--- src/logic/slope_pkg.sv ---
/*
 Constants, register map and types of the frequency slope stage.
 Assumes a 20 MHz core clock and a 32-bit APB register bus.
*/
package slope_pkg;

   // -----------------------------------------------------------------
   // Clock and timing
   // -----------------------------------------------------------------
   localparam int CLK_NS         = 50;
   localparam int TICK_MS        = 10;
   localparam int TICK_CYCLES    = (TICK_MS * 1000000) / CLK_NS;
   localparam int PICKUP_MS      = 80;
   localparam int START_DLY_MS   = 60;
   localparam int STABLE_MS      = 80;
   localparam int STEP_MS        = 20;
   localparam int LOW_SLOPE_MS   = 300;
   localparam int PICKUP_TICKS   = (PICKUP_MS + TICK_MS - 1) / TICK_MS;
   localparam int START_TICKS    = (START_DLY_MS + TICK_MS - 1) / TICK_MS;
   localparam int STABLE_TICKS   = (STABLE_MS + TICK_MS - 1) / TICK_MS;
   localparam int STEP_TICKS     = STEP_MS / TICK_MS;
   localparam int LOW_MIN_TICKS  = (LOW_SLOPE_MS + TICK_MS - 1) / TICK_MS;

   // -----------------------------------------------------------------
   // Widths
   // -----------------------------------------------------------------
   localparam int THR_W  = 7;
   localparam int TIM_W  = 9;
   localparam int CNT_W  = 12;
   localparam int SUM_W  = 26;
   localparam int FRQ_W  = 16;

   // -----------------------------------------------------------------
   // Setting limits, units 0.1 Hz/s and 20 ms
   // -----------------------------------------------------------------
   localparam logic [TIM_W-1:0] THR_MIN  = 9'h002;
   localparam logic [TIM_W-1:0] THR_MAX  = 9'h064;
   localparam logic [TIM_W-1:0] TIM_MIN  = 9'h007;
   localparam logic [TIM_W-1:0] TIM_MAX  = 9'h1F4;
   localparam logic [THR_W-1:0] THR_RST  = 7'h05;
   localparam logic [TIM_W-1:0] TIM_RST  = 9'h01E;
   localparam logic [THR_W-1:0] LOW_THR  = 7'h07;

   // -----------------------------------------------------------------
   // Register map, byte addresses
   // -----------------------------------------------------------------
   localparam logic [7:0] OFS_CTRL     = 8'h00;
   localparam logic [7:0] OFS_STATUS   = 8'h04;
   localparam logic [7:0] OFS_IRQ_STAT = 8'h08;
   localparam logic [7:0] OFS_IRQ_MASK = 8'h0C;
   localparam logic [7:0] OFS_SUM      = 8'h10;
   localparam logic [7:0] OFS_ELAPSED  = 8'h14;
   localparam logic [1:0] GRP_REGION   = 2'h1;
   localparam logic [1:0] FLD_THR      = 2'h0;
   localparam logic [1:0] FLD_T        = 2'h1;
   localparam logic [1:0] FLD_MINIMUM_TRIP_DELAY     = 2'h2;
   localparam int         CTRL_EN_BIT  = 0;
   localparam int         CTRL_GRP_LSB = 1;
   localparam int         IRQ_START    = 0;
   localparam int         IRQ_TRIP     = 1;

   typedef enum logic [1:0] {
      ST_IDLE   = 2'b00,
      ST_PICKUP = 2'b01,
      ST_RUN    = 2'b10
   } st_t;

endpackage

--- src/logic/slope_tick.sv ---
/*
 Processing tick generator: one-cycle pulse every CYCLES clocks.
 Assumes a synchronised active-low reset.
*/
`timescale 1ns/1ns
module slope_tick #(
   parameter int CYCLES = slope_pkg::TICK_CYCLES
) (
   input  wire logic clk_in,
   input  wire logic rstn_in,
   output logic      tick_out
);

   typedef struct packed {
      logic [31:0] cnt;
      logic        tick;
   } tick_t;

   tick_t r;
   tick_t n;

   always_comb begin
      n = r;
      n.tick = 1'b0;
      if (r.cnt >= 32'(CYCLES - 1)) begin
         n.cnt  = 32'h00000000;
         n.tick = 1'b1;
      end else begin
         n.cnt = r.cnt + 32'h00000001;
      end
   end

   always_ff @(posedge clk_in or negedge rstn_in) begin
      if (!rstn_in) begin
         r <= '0;
      end else begin
         r <= n;
      end
   end

   assign tick_out = r.tick;

endmodule

--- src/logic/slope_settings.sv ---
/*
 Four groups of stage settings with one write port and two registered
 read ports. Assumes written values are already range limited.
*/
`timescale 1ns/1ns
module slope_settings (
   input  wire logic                         clk_in,
   input  wire logic                         rstn_in,
   input  wire logic                         we_in,
   input  wire logic [1:0]                   wgrp_in,
   input  wire logic [1:0]                   wfld_in,
   input  wire logic [slope_pkg::TIM_W-1:0]  wdata_in,
   input  wire logic [1:0]                   agrp_in,
   output logic      [slope_pkg::THR_W-1:0]  athr_out,
   output logic      [slope_pkg::TIM_W-1:0]  at_out,
   output logic      [slope_pkg::TIM_W-1:0]  atmin_out,
   input  wire logic [1:0]                   bgrp_in,
   output logic      [slope_pkg::THR_W-1:0]  bthr_out,
   output logic      [slope_pkg::TIM_W-1:0]  bt_out,
   output logic      [slope_pkg::TIM_W-1:0]  btmin_out
);

   typedef struct packed {
      logic [3:0][slope_pkg::THR_W-1:0] thr;
      logic [3:0][slope_pkg::TIM_W-1:0] t;
      logic [3:0][slope_pkg::TIM_W-1:0] minimum_trip_delay;
      logic [slope_pkg::THR_W-1:0]      athr;
      logic [slope_pkg::TIM_W-1:0]      at;
      logic [slope_pkg::TIM_W-1:0]      atmin;
      logic [slope_pkg::THR_W-1:0]      bthr;
      logic [slope_pkg::TIM_W-1:0]      bt;
      logic [slope_pkg::TIM_W-1:0]      btmin;
   } mem_t;

   mem_t r;
   mem_t n;

   always_comb begin
      n = r;
      if (we_in) begin
         unique case (wfld_in)
            slope_pkg::FLD_THR:  n.thr[wgrp_in]  = wdata_in[slope_pkg::THR_W-1:0];
            slope_pkg::FLD_T:    n.t[wgrp_in]    = wdata_in;
            slope_pkg::FLD_MINIMUM_TRIP_DELAY: n.minimum_trip_delay[wgrp_in] = wdata_in;
            default:             n.t[wgrp_in]    = r.t[wgrp_in];
         endcase
      end
      n.athr  = r.thr[agrp_in];
      n.at    = r.t[agrp_in];
      n.atmin = r.minimum_trip_delay[agrp_in];
      n.bthr  = r.thr[bgrp_in];
      n.bt    = r.t[bgrp_in];
      n.btmin = r.minimum_trip_delay[bgrp_in];
   end

   always_ff @(posedge clk_in or negedge rstn_in) begin
      if (!rstn_in) begin
         r       <= '0;
         r.thr   <= {4{slope_pkg::THR_RST}};
         r.t     <= {4{slope_pkg::TIM_RST}};
         r.minimum_trip_delay  <= {4{slope_pkg::TIM_RST}};
         r.athr  <= slope_pkg::THR_RST;
         r.at    <= slope_pkg::TIM_RST;
         r.atmin <= slope_pkg::TIM_RST;
         r.bthr  <= slope_pkg::THR_RST;
         r.bt    <= slope_pkg::TIM_RST;
         r.btmin <= slope_pkg::TIM_RST;
      end else begin
         r <= n;
      end
   end

   assign athr_out  = r.athr;
   assign at_out    = r.at;
   assign atmin_out = r.atmin;
   assign bthr_out  = r.bthr;
   assign bt_out    = r.bt;
   assign btmin_out = r.btmin;

endmodule

--- src/logic/slope_stage.sv ---
/*
 Rate-of-change-of-frequency protection stage with APB registers.
 Assumes FREQ_IN (mHz) comes from logic on the core clock and that
 LV_BLOCK_IN is an asynchronous level from outside.
*/
// Implementation choices: the register offsets and register access over APB.
`timescale 1ns/1ns
// Operation
// - Start after slope above threshold 80 ms
// - Start output 60 ms after start
// - Trip only if average still exceeds threshold
// - Equal delays give definite time trip
// - Reset after 80 ms stable, tripped or delay expired
// - Keep averaging over fluctuations since start
// - Dependent time threshold times delay over slope
// - Never trip before minimum delay
// - Threshold range 0.2 to 10 Hz/s
// - Delays range 0.14 to 10 s
// - Four setting groups, one active
// - Larger floor for thresholds below 0.7
// - Low-voltage blocking holds stage idle
module slope_stage #(
   parameter int TICK_CYCLES = slope_pkg::TICK_CYCLES
) (
   input  wire logic                        CORE_CLK_IN,
   input  wire logic                        RSTN_IN,
   input  wire logic                        PSEL_IN,
   input  wire logic                        PENABLE_IN,
   input  wire logic                        PWRITE_IN,
   input  wire logic [7:0]                  PADDR_IN,
   input  wire logic [31:0]                 PWDATA_IN,
   output logic      [31:0]                 PRDATA_OUT,
   output logic                             PREADY_OUT,
   output logic                             PSLVERR_OUT,
   input  wire logic [slope_pkg::FRQ_W-1:0] FREQ_IN,
   input  wire logic                        LV_BLOCK_IN,
   output logic                             START_OUT,
   output logic                             TRIP_OUT,
   output logic                             IRQ_OUT
);

   // ----------------------------------------------------------------
   // Types and functions
   // ----------------------------------------------------------------
   typedef struct packed {
      slope_pkg::st_t                st;
      logic [slope_pkg::CNT_W-1:0]   pick;
      logic [slope_pkg::CNT_W-1:0]   el;
      logic [slope_pkg::CNT_W-1:0]   stab;
      logic [slope_pkg::SUM_W-1:0]   sum;
      logic [slope_pkg::FRQ_W-1:0]   prev;
      logic                          have_prev;
      logic                          start;
      logic                          trip;
      logic                          en;
      logic [1:0]                    grp;
      logic [1:0]                    irq_st;
      logic [1:0]                    irq_mask;
      logic [31:0]                   prdata;
      logic                          pready;
      logic                          pslverr;
      logic                          irq;
      logic                          lv1;
      logic                          lv2;
   } regs_t;

   function automatic logic [slope_pkg::SUM_W-1:0] mul_thr(
      input logic [slope_pkg::CNT_W-1:0] a,
      input logic [slope_pkg::THR_W-1:0] thr);
      mul_thr = slope_pkg::SUM_W'(a) * slope_pkg::SUM_W'(thr);
   endfunction

   function automatic logic [slope_pkg::CNT_W-1:0] to_ticks(
      input logic [slope_pkg::TIM_W-1:0] v);
      to_ticks = slope_pkg::CNT_W'(v) * slope_pkg::CNT_W'(slope_pkg::STEP_TICKS);
   endfunction

   function automatic logic [slope_pkg::TIM_W-1:0] clamp(
      input logic [31:0]                 v,
      input logic [slope_pkg::TIM_W-1:0] lo,
      input logic [slope_pkg::TIM_W-1:0] hi);
      if (v < 32'(lo)) begin
         clamp = lo;
      end else if (v > 32'(hi)) begin
         clamp = hi;
      end else begin
         clamp = v[slope_pkg::TIM_W-1:0];
      end
   endfunction

   // ----------------------------------------------------------------
   // Reset release
   // ----------------------------------------------------------------
   logic rst_s1;
   logic rstn;

   always_ff @(posedge CORE_CLK_IN or negedge RSTN_IN) begin
      if (!RSTN_IN) begin
         rst_s1 <= 1'b0;
         rstn   <= 1'b0;
      end else begin
         rst_s1 <= 1'b1;
         rstn   <= rst_s1;
      end
   end

   // ----------------------------------------------------------------
   // Tick and settings
   // ----------------------------------------------------------------
   regs_t                         r;
   regs_t                         n;
   logic                          tick;
   logic                          mem_we;
   logic [slope_pkg::TIM_W-1:0]   mem_wdata;
   logic [slope_pkg::THR_W-1:0]   thr;
   logic [slope_pkg::TIM_W-1:0]   t_set;
   logic [slope_pkg::TIM_W-1:0]   minimum_trip_delay_set;
   logic [slope_pkg::THR_W-1:0]   b_thr;
   logic [slope_pkg::TIM_W-1:0]   b_t;
   logic [slope_pkg::TIM_W-1:0]   b_minimum_trip_delay;

   slope_tick #(
      .CYCLES (TICK_CYCLES)
   ) u_tick (
      .clk_in   (CORE_CLK_IN),
      .rstn_in  (rstn),
      .tick_out (tick)
   );

   slope_settings u_settings (
      .clk_in    (CORE_CLK_IN),
      .rstn_in   (rstn),
      .we_in     (mem_we),
      .wgrp_in   (PADDR_IN[5:4]),
      .wfld_in   (PADDR_IN[3:2]),
      .wdata_in  (mem_wdata),
      .agrp_in   (r.grp),
      .athr_out  (thr),
      .at_out    (t_set),
      .atmin_out (minimum_trip_delay_set),
      .bgrp_in   (PADDR_IN[5:4]),
      .bthr_out  (b_thr),
      .bt_out    (b_t),
      .btmin_out (b_minimum_trip_delay)
   );

   // ----------------------------------------------------------------
   // Bus decode
   // ----------------------------------------------------------------
   logic        acc_first;
   logic        acc_done;
   logic        grp_hit;
   logic        mapped;
   logic        wr_done;
   logic [31:0] rd_word;

   always_comb begin
      acc_first = PSEL_IN & PENABLE_IN & ~r.pready;
      acc_done  = PSEL_IN & PENABLE_IN & r.pready;
      grp_hit   = (PADDR_IN[7:6] == slope_pkg::GRP_REGION) &&
                  (PADDR_IN[3:2] != 2'h3) && (PADDR_IN[1:0] == 2'h0);
      mapped    = grp_hit || (PADDR_IN == slope_pkg::OFS_CTRL) ||
                  (PADDR_IN == slope_pkg::OFS_STATUS) ||
                  (PADDR_IN == slope_pkg::OFS_IRQ_STAT) ||
                  (PADDR_IN == slope_pkg::OFS_IRQ_MASK) ||
                  (PADDR_IN == slope_pkg::OFS_SUM) ||
                  (PADDR_IN == slope_pkg::OFS_ELAPSED);
      wr_done   = acc_done & PWRITE_IN & mapped;
      mem_we    = wr_done & grp_hit;
      if (PADDR_IN[3:2] == slope_pkg::FLD_THR) begin
         mem_wdata = clamp(PWDATA_IN, slope_pkg::THR_MIN, slope_pkg::THR_MAX);
      end else begin
         mem_wdata = clamp(PWDATA_IN, slope_pkg::TIM_MIN, slope_pkg::TIM_MAX);
      end
      rd_word = 32'h00000000;
      if (grp_hit) begin
         unique case (PADDR_IN[3:2])
            slope_pkg::FLD_THR: rd_word = 32'(b_thr);
            slope_pkg::FLD_T:   rd_word = 32'(b_t);
            default:            rd_word = 32'(b_minimum_trip_delay);
         endcase
      end else if (PADDR_IN == slope_pkg::OFS_CTRL) begin
         rd_word = {29'h00000000, r.grp, r.en};
      end else if (PADDR_IN == slope_pkg::OFS_STATUS) begin
         rd_word = {27'h0000000, r.lv2, r.st, r.trip, r.start};
      end else if (PADDR_IN == slope_pkg::OFS_IRQ_STAT) begin
         rd_word = {30'h00000000, r.irq_st};
      end else if (PADDR_IN == slope_pkg::OFS_IRQ_MASK) begin
         rd_word = {30'h00000000, r.irq_mask};
      end else if (PADDR_IN == slope_pkg::OFS_SUM) begin
         rd_word = 32'(r.sum);
      end else if (PADDR_IN == slope_pkg::OFS_ELAPSED) begin
         rd_word = 32'(r.el);
      end
   end

   // ----------------------------------------------------------------
   // Stage arithmetic
   // ----------------------------------------------------------------
   logic [slope_pkg::FRQ_W-1:0] slope;
   logic                        above;
   logic [slope_pkg::CNT_W-1:0] t_ticks;
   logic [slope_pkg::CNT_W-1:0] minimum_trip_delay_eff;
   logic [slope_pkg::CNT_W-1:0] el_new;
   logic [slope_pkg::SUM_W-1:0] sum_new;
   logic                        expired;
   logic                        trip_ok;

   always_comb begin
      slope   = (FREQ_IN > r.prev) ? (FREQ_IN - r.prev) : (r.prev - FREQ_IN);
      // One tick of mHz equals one unit of 0.1 Hz/s at a 10 ms tick
      above   = slope > slope_pkg::FRQ_W'(thr);
      t_ticks = to_ticks(t_set);
      minimum_trip_delay_eff = to_ticks(minimum_trip_delay_set);
      if ((thr < slope_pkg::LOW_THR) &&
          (minimum_trip_delay_eff < slope_pkg::CNT_W'(slope_pkg::LOW_MIN_TICKS))) begin
         minimum_trip_delay_eff = slope_pkg::CNT_W'(slope_pkg::LOW_MIN_TICKS);
      end
      el_new  = r.el + 12'h001;
      sum_new = r.sum + slope_pkg::SUM_W'(slope);
      expired = r.el >= t_ticks;
      // trip when sum reaches thr times t
      trip_ok = (sum_new > mul_thr(el_new, thr)) &&
                (sum_new >= mul_thr(t_ticks, thr)) &&
                (el_new >= minimum_trip_delay_eff) && (el_new <= t_ticks);
   end

   // ----------------------------------------------------------------
   // Next state
   // ----------------------------------------------------------------
   logic [1:0] ev;
   logic [1:0] clr;

   always_comb begin
      n = r;
      ev  = 2'h0;
      clr = 2'h0;
      n.lv1 = LV_BLOCK_IN;
      n.lv2 = r.lv1;
      n.pready = acc_first;
      if (acc_first) begin
         n.pslverr = ~mapped;
         n.prdata  = PWRITE_IN ? 32'h00000000 : rd_word;
      end else begin
         n.pslverr = 1'b0;
      end
      if (wr_done) begin
         if (PADDR_IN == slope_pkg::OFS_CTRL) begin
            n.en  = PWDATA_IN[slope_pkg::CTRL_EN_BIT];
            n.grp = PWDATA_IN[slope_pkg::CTRL_GRP_LSB +: 2];
         end
         if (PADDR_IN == slope_pkg::OFS_IRQ_STAT) begin
            clr = PWDATA_IN[1:0];
         end
         if (PADDR_IN == slope_pkg::OFS_IRQ_MASK) begin
            n.irq_mask = PWDATA_IN[1:0];
         end
      end
      if (tick) begin
         n.prev      = FREQ_IN;
         n.have_prev = 1'b1;
         if (!r.en || r.lv2) begin
            n.st = slope_pkg::ST_IDLE;
         end else if (r.have_prev) begin
            unique case (r.st)
               slope_pkg::ST_IDLE: begin
                  if (above) begin
                     n.pick = 12'h001;
                     n.st   = slope_pkg::ST_PICKUP;
                  end
               end
               slope_pkg::ST_PICKUP: begin
                  if (!above) begin
                     n.st = slope_pkg::ST_IDLE;
                  end else if (r.pick + 12'h001 >=
                               slope_pkg::CNT_W'(slope_pkg::PICKUP_TICKS)) begin
                     n.st   = slope_pkg::ST_RUN;
                     n.el   = '0;
                     n.sum  = '0;
                     n.stab = '0;
                  end else begin
                     n.pick = r.pick + 12'h001;
                  end
               end
               slope_pkg::ST_RUN: begin
                  if (!(r.trip || expired)) begin
                     n.el  = el_new;
                     n.sum = sum_new;
                     if (el_new >= slope_pkg::CNT_W'(slope_pkg::START_TICKS)) begin
                        n.start = 1'b1;
                     end
                     if (trip_ok) begin
                        n.trip = 1'b1;
                     end
                  end
                  n.stab = above ? '0 : r.stab + 12'h001;
                  if ((r.trip || expired) && !above &&
                      (r.stab + 12'h001 >= slope_pkg::CNT_W'(slope_pkg::STABLE_TICKS))) begin
                     n.st = slope_pkg::ST_IDLE;
                  end
               end
               default: n.st = slope_pkg::ST_IDLE;
            endcase
         end
         if (n.st == slope_pkg::ST_IDLE) begin
            n.start = 1'b0;
            n.trip  = 1'b0;
            n.sum   = '0;
            n.el    = '0;
            n.stab  = '0;
            if (r.st != slope_pkg::ST_IDLE) begin
               n.pick = '0;
            end
         end
      end
      ev[slope_pkg::IRQ_START] = n.start & ~r.start;
      ev[slope_pkg::IRQ_TRIP]  = n.trip & ~r.trip;
      // New event wins over a same-cycle clear
      n.irq_st = (r.irq_st & ~clr) | ev;
      n.irq    = |(n.irq_st & n.irq_mask);
   end

   always_ff @(posedge CORE_CLK_IN or negedge rstn) begin
      if (!rstn) begin
         r <= '0;
      end else begin
         r <= n;
      end
   end

   assign PRDATA_OUT  = r.prdata;
   assign PREADY_OUT  = r.pready;
   assign PSLVERR_OUT = r.pslverr;
   assign START_OUT   = r.start;
   assign TRIP_OUT    = r.trip;
   assign IRQ_OUT     = r.irq;

endmodule

--- config.mk ---
export PLATFORM = sky130hd
export DESIGN_NAME = slope_stage
export DESIGN_NICKNAME = d
export VERILOG_FILES = /design/src/logic/slope_pkg.sv /design/src/logic/slope_tick.sv /design/src/logic/slope_settings.sv /design/src/logic/slope_stage.sv
export SDC_FILE = /design/constraint.sdc
export NUM_CORES = 1
export LEC_CHECK = 0
export ABC_AREA = 1
export ABC_CLOCK_PERIOD_IN_PS = 12080
export BUFFER_PORTS_ARGS = -buffer_cell sky130_fd_sc_hd__buf_2
export CAP_MARGIN = 25
export CORE_MARGIN = 2
export CORE_UTILIZATION = 40
export CTS_BUF_LIST = sky130_fd_sc_hd__clkbuf_4
export CTS_CLUSTER_DIAMETER = 100
export DETAILED_ROUTE_END_ITERATION = 10
export PLACE_DENSITY = 0.56
export SYNTH_ARGS = -nofsm -noshare
export SYNTH_HDL_FRONTEND = slang
export SYNTH_SLANG_ARGS = --single-unit
--- constraint.sdc ---
create_clock -name CORE_CLK_IN -period 12.08 [get_ports CORE_CLK_IN]
set_input_delay 0.604 -clock CORE_CLK_IN [delete_from_list [all_inputs] [get_ports CORE_CLK_IN]]
set_output_delay 0.604 -clock CORE_CLK_IN [all_outputs]
set_load 0.05 [all_outputs]
==> summary.md <==
| Metric | Value |
|---|---|
| Final WL | between 70000 and 80000 µm |
| Worst-case clock buffer depth | 3 |
| First-pass DRT Iterations | 5 |
| Boundary Pins | 99 |
| Syn avg cell area | 7.66 µm² |
| Tcrit/Tclk final | 67.0% |
| Reg2reg path depth | 44 |
| Die ar. | 60900 µm² |
| Antenna violations before repair | 3 |
| Rel. slew slack | 29.6% |
| Die span in y | 247 µm |
| Critical path's slowest cell | dfrtp_1 |
| Clock sink count | about 310 |
| Hold Violations, Final | 0 |
| Synthesized instance count | just over 3000 |
| Highest-count cells in the layout ignoring fill and taps | nand2_1 (698), inv_1 (451), nor2_1 (295) |
| Count of pins over their slew limit | 0 |
| Yosys cell types | 66 |
| Startpoint types | register |
| Clock Latency Late Sink | approximately 0.84 ns |
| Design Area, Final | around 26000 µm² |
| Total global routing track utilization | between 20% and 30% |
| CP endpoint kind | register |
| Multi-input logic area | 13500 µm² |
| Share of cells above drive strength 1 | a little under an eighth |
| Clk root buf | clkbuf_4 |
| Unrepaired setup endpoints after global routing | false |
| 1st-iter DRT viols | about 1400 |
| Max VDD drop | approximately 0.075 mV |
| Crit path kind | reg -> reg |
| Core Footprint | approximately 58000 µm² |
| Crit path max fanout | 10 |
| Crit path DAT | 8.81 ns |
| Gp weighted congestion | between 0.9 and 1 |
| CTS tree | yes |
| Setup TNS | 0 ns |
| Top delay family on crit path | adder cells |
| Reg2reg setup slack | roughly 4 ns |
| Peak Freq | between 0.1 and 0.15 GHz |
| Cell seen most often among critical-path stages | nand2_1 |
| # setup viols final | 0 |
| CTS Buf Count | 90 |
| DR vias/cell | 5.17 |
| Min-delay src | FREQ_IN[1] |
| Fin Clk Skew | a little under 0.08 ns |
| FF-to-FF End | IRQ_OUT$_DFF_PN0_ |
| Vias in the first global route | 21038 |
| Cell Area, Synth | approximately 24000 µm² |
| Vias | 20894 |
| Yosys reg bits | roughly 310 |
| Worst hold slack | 0.108 ns |
| Setup ws final | about 4 ns |
| Ys flop type | dfrtp_1 |
| Worst-Margin Slew | 1.05 ns |
| DRC violations left | 0 |
| Fin util | 44.8% |
| Worst EP required | roughly 13 ns |
| WHS Path Cells | 3 |
| FFs w/ async S/R, synth | 100% |
| Hold Crit Class | in -> reg |
| Area growth, synth to finish | 10.2% |
| Crit-path max cell delay | ~0.60 ns |
| Sequential area share after synthesis | about a third |
| Starting density of the core | between 40% and 50% |
| Register Area | ~7700 µm² |
| PostCTS Resize Cnt | 0 |
| Most common cell after layout, fill and taps aside | nand2_1 |
| Final Net Count | between 3000 and 4000 |
| First-pass GRT wire length | 113000 µm |
| Hold Crit Endpoint | r[48]$_DFFE_PN0P_ |
| Antenna Violating Nets Remaining | 0 |
| H-tree depth | 3 |
| PortBufs | between 90 and 100 |
| R2r startpoint | r[101]$_DFFE_PN0P_ |
| WL per Instance | 17.4 µm |
| MaxCap Viol Count | 0 |
| Die width | between 200 and 250 µm |
| Worst slack at placement | 4.07 ns |
| Fillers | 5799 |
| Std cell rows | a little under 90 |
| Status | completed |
| Post-place instance area | about 25000 µm² |
| YS warnings | 0 |
| Pleak | about 13 nW |
| Crit path time final | 8.10 ns |
| Pwr/cell area | about 94 nW/µm² |
| Global route overflow | 0 |
| CP bufs+invs | 6 |
| Register clock-pin slew on the reported worst setup and hold paths | approximately 0.060 ns |
| EDFF count, synth | 0 |
| Detailed Place HPWL | about 53000 µm |
| Largest net degree at the start of global routing | 77 |
worst reg2reg max path: cells and delay by family, from the launching register on:
kind	cells	cell delay, ns
AO/OA/AOI/OAI	9	1.35
buffers and inverters	6	0.67
XOR/XNOR	1	0.19
adder cells (fa/ha/maj)	6	2.65
AND/OR/NAND/NOR	22	2.56
flip-flops	1	0.60
cell families (layout without fill, tap and decap cells):
logic type | count (synthesis) | in the layout | synth area share [%]
xor+xnor | 85 | 85 | 3.16
compound gates | 538 | 538 | 13.1
flops | 306 | 306 | 32.8
simple gates | 1270 | 1270 | 22.7
buf+inv | 591 | 767 | 10.3
mux | 2 | 2 | 0.0849
fa+ha+maj | 283 | 283 | 17.8
other cells | 2 | 22 | 0.0319
per-layer routing:
metal	share of wire [%]	vias to the layer above	global-route usage (%)
met2	47	633	39.0
met1	44	9919	30.6
li1	-	10195	-
met3	5.8	145	4.29
met5	0.016	-	0
met4	3.2	2	8.72
power breakdown:
part	leakage (nW)	total (W)	switching (W)	internal, W
clock network	0.691	0.00102	0.000480	0.000538
registers	3.94	0.00104	0.00000784	0.00103
logic	8.56	0.000376	0.000256	0.000121
cell usage after synthesis, types with 5 or more instances:
cell,count,area (µm²)
a21o_1,5,37.5
a21oi_1,125,626
a22o_1,5,43.8
a22oi_1,35,263
a31oi_1,9,56.3
buf_1,5,18.8
buf_2,11,55.1
buf_4,33,248
buf_6,5,56.3
clkbuf_1,61,229
clkinv_1,12,45.0
dfrtp_1,246,6160
dfstp_2,60,1580
fa_1,86,1720
ha_1,197,2460
inv_1,452,1700
inv_2,8,30.0
nand2_1,698,2620
nand2_2,7,43.8
nand3_1,145,726
nand3_2,12,120
nand3b_1,7,52.6
nand4_1,35,219
nor2_1,295,1110
nor2_2,6,37.5
nor3_1,28,140
nor4_1,16,100
o21a_1,5,37.5
o21ai_0,256,1280
o21ai_1,5,25.0
o21ai_2,10,87.6
o21bai_1,8,60.1
o221ai_1,11,96.3
o22ai_1,32,200
xnor2_1,20,175
xor2_1,65,569
worst max-delay path by stage:
stage	slack (ns)	from	to	cells past startpoint
floorplan	3.03	rstn$_DFF_PN0_	IRQ_OUT$_DFF_PN0_	0
global placement	4.30	r[101]$_DFFE_PN0P_	IRQ_OUT$_DFF_PN0_	44
detailed placement	4.07	r[101]$_DFFE_PN0P_	IRQ_OUT$_DFF_PN0_	44
CTS	4.08	r[101]$_DFFE_PN0P_	IRQ_OUT$_DFF_PN0_	44
global route	3.41	r[101]$_DFFE_PN0P_	IRQ_OUT$_DFF_PN0_	44
finish	3.98	r[101]$_DFFE_PN0P_	IRQ_OUT$_DFF_PN0_	44
flip-flops by register name (all words and copies together), names as in the netlist, 7 cells and up:
register	flops
PRDATA_OUT	26
u_tick.r	32
u_settings.atmin_out	9
r	89
u_settings.r	100
u_settings.btmin_out	9
u_settings.at_out	9
u_settings.bthr_out	7
u_settings.bt_out	9
u_settings.athr_out	7
what timing repair did:
action / 4_1_cts / 5_1_grt
hold buffers: 19 / 0
buffers inserted: 0 / 0
hold endpoints to repair: 19 / 0
setup endpoints to repair: 0 / 0
through the flow:
step           total power [W]  instances
3_5_place_dp           0.00143       3852
2_1_floorplan          0.00131       3096
4_1_cts                0.00247       4035
3_3_place_gp           0.00142       3851
6_report               0.00244       4038
5_1_grt                0.00258       4038
cell type report:
type                    instances  share of cell area [%]
multi-input cells            2199                    51.9
flip-flops and latches        306                    29.8
inverters                     472                    6.82
clock buffers                 137                    3.96
well taps                     765                    3.68
repair buffers                131                    3.31
clock inverters                27                   0.568
diodes                          1                 0.00963
No activity file was read; power rests on OpenSTA's default activity.
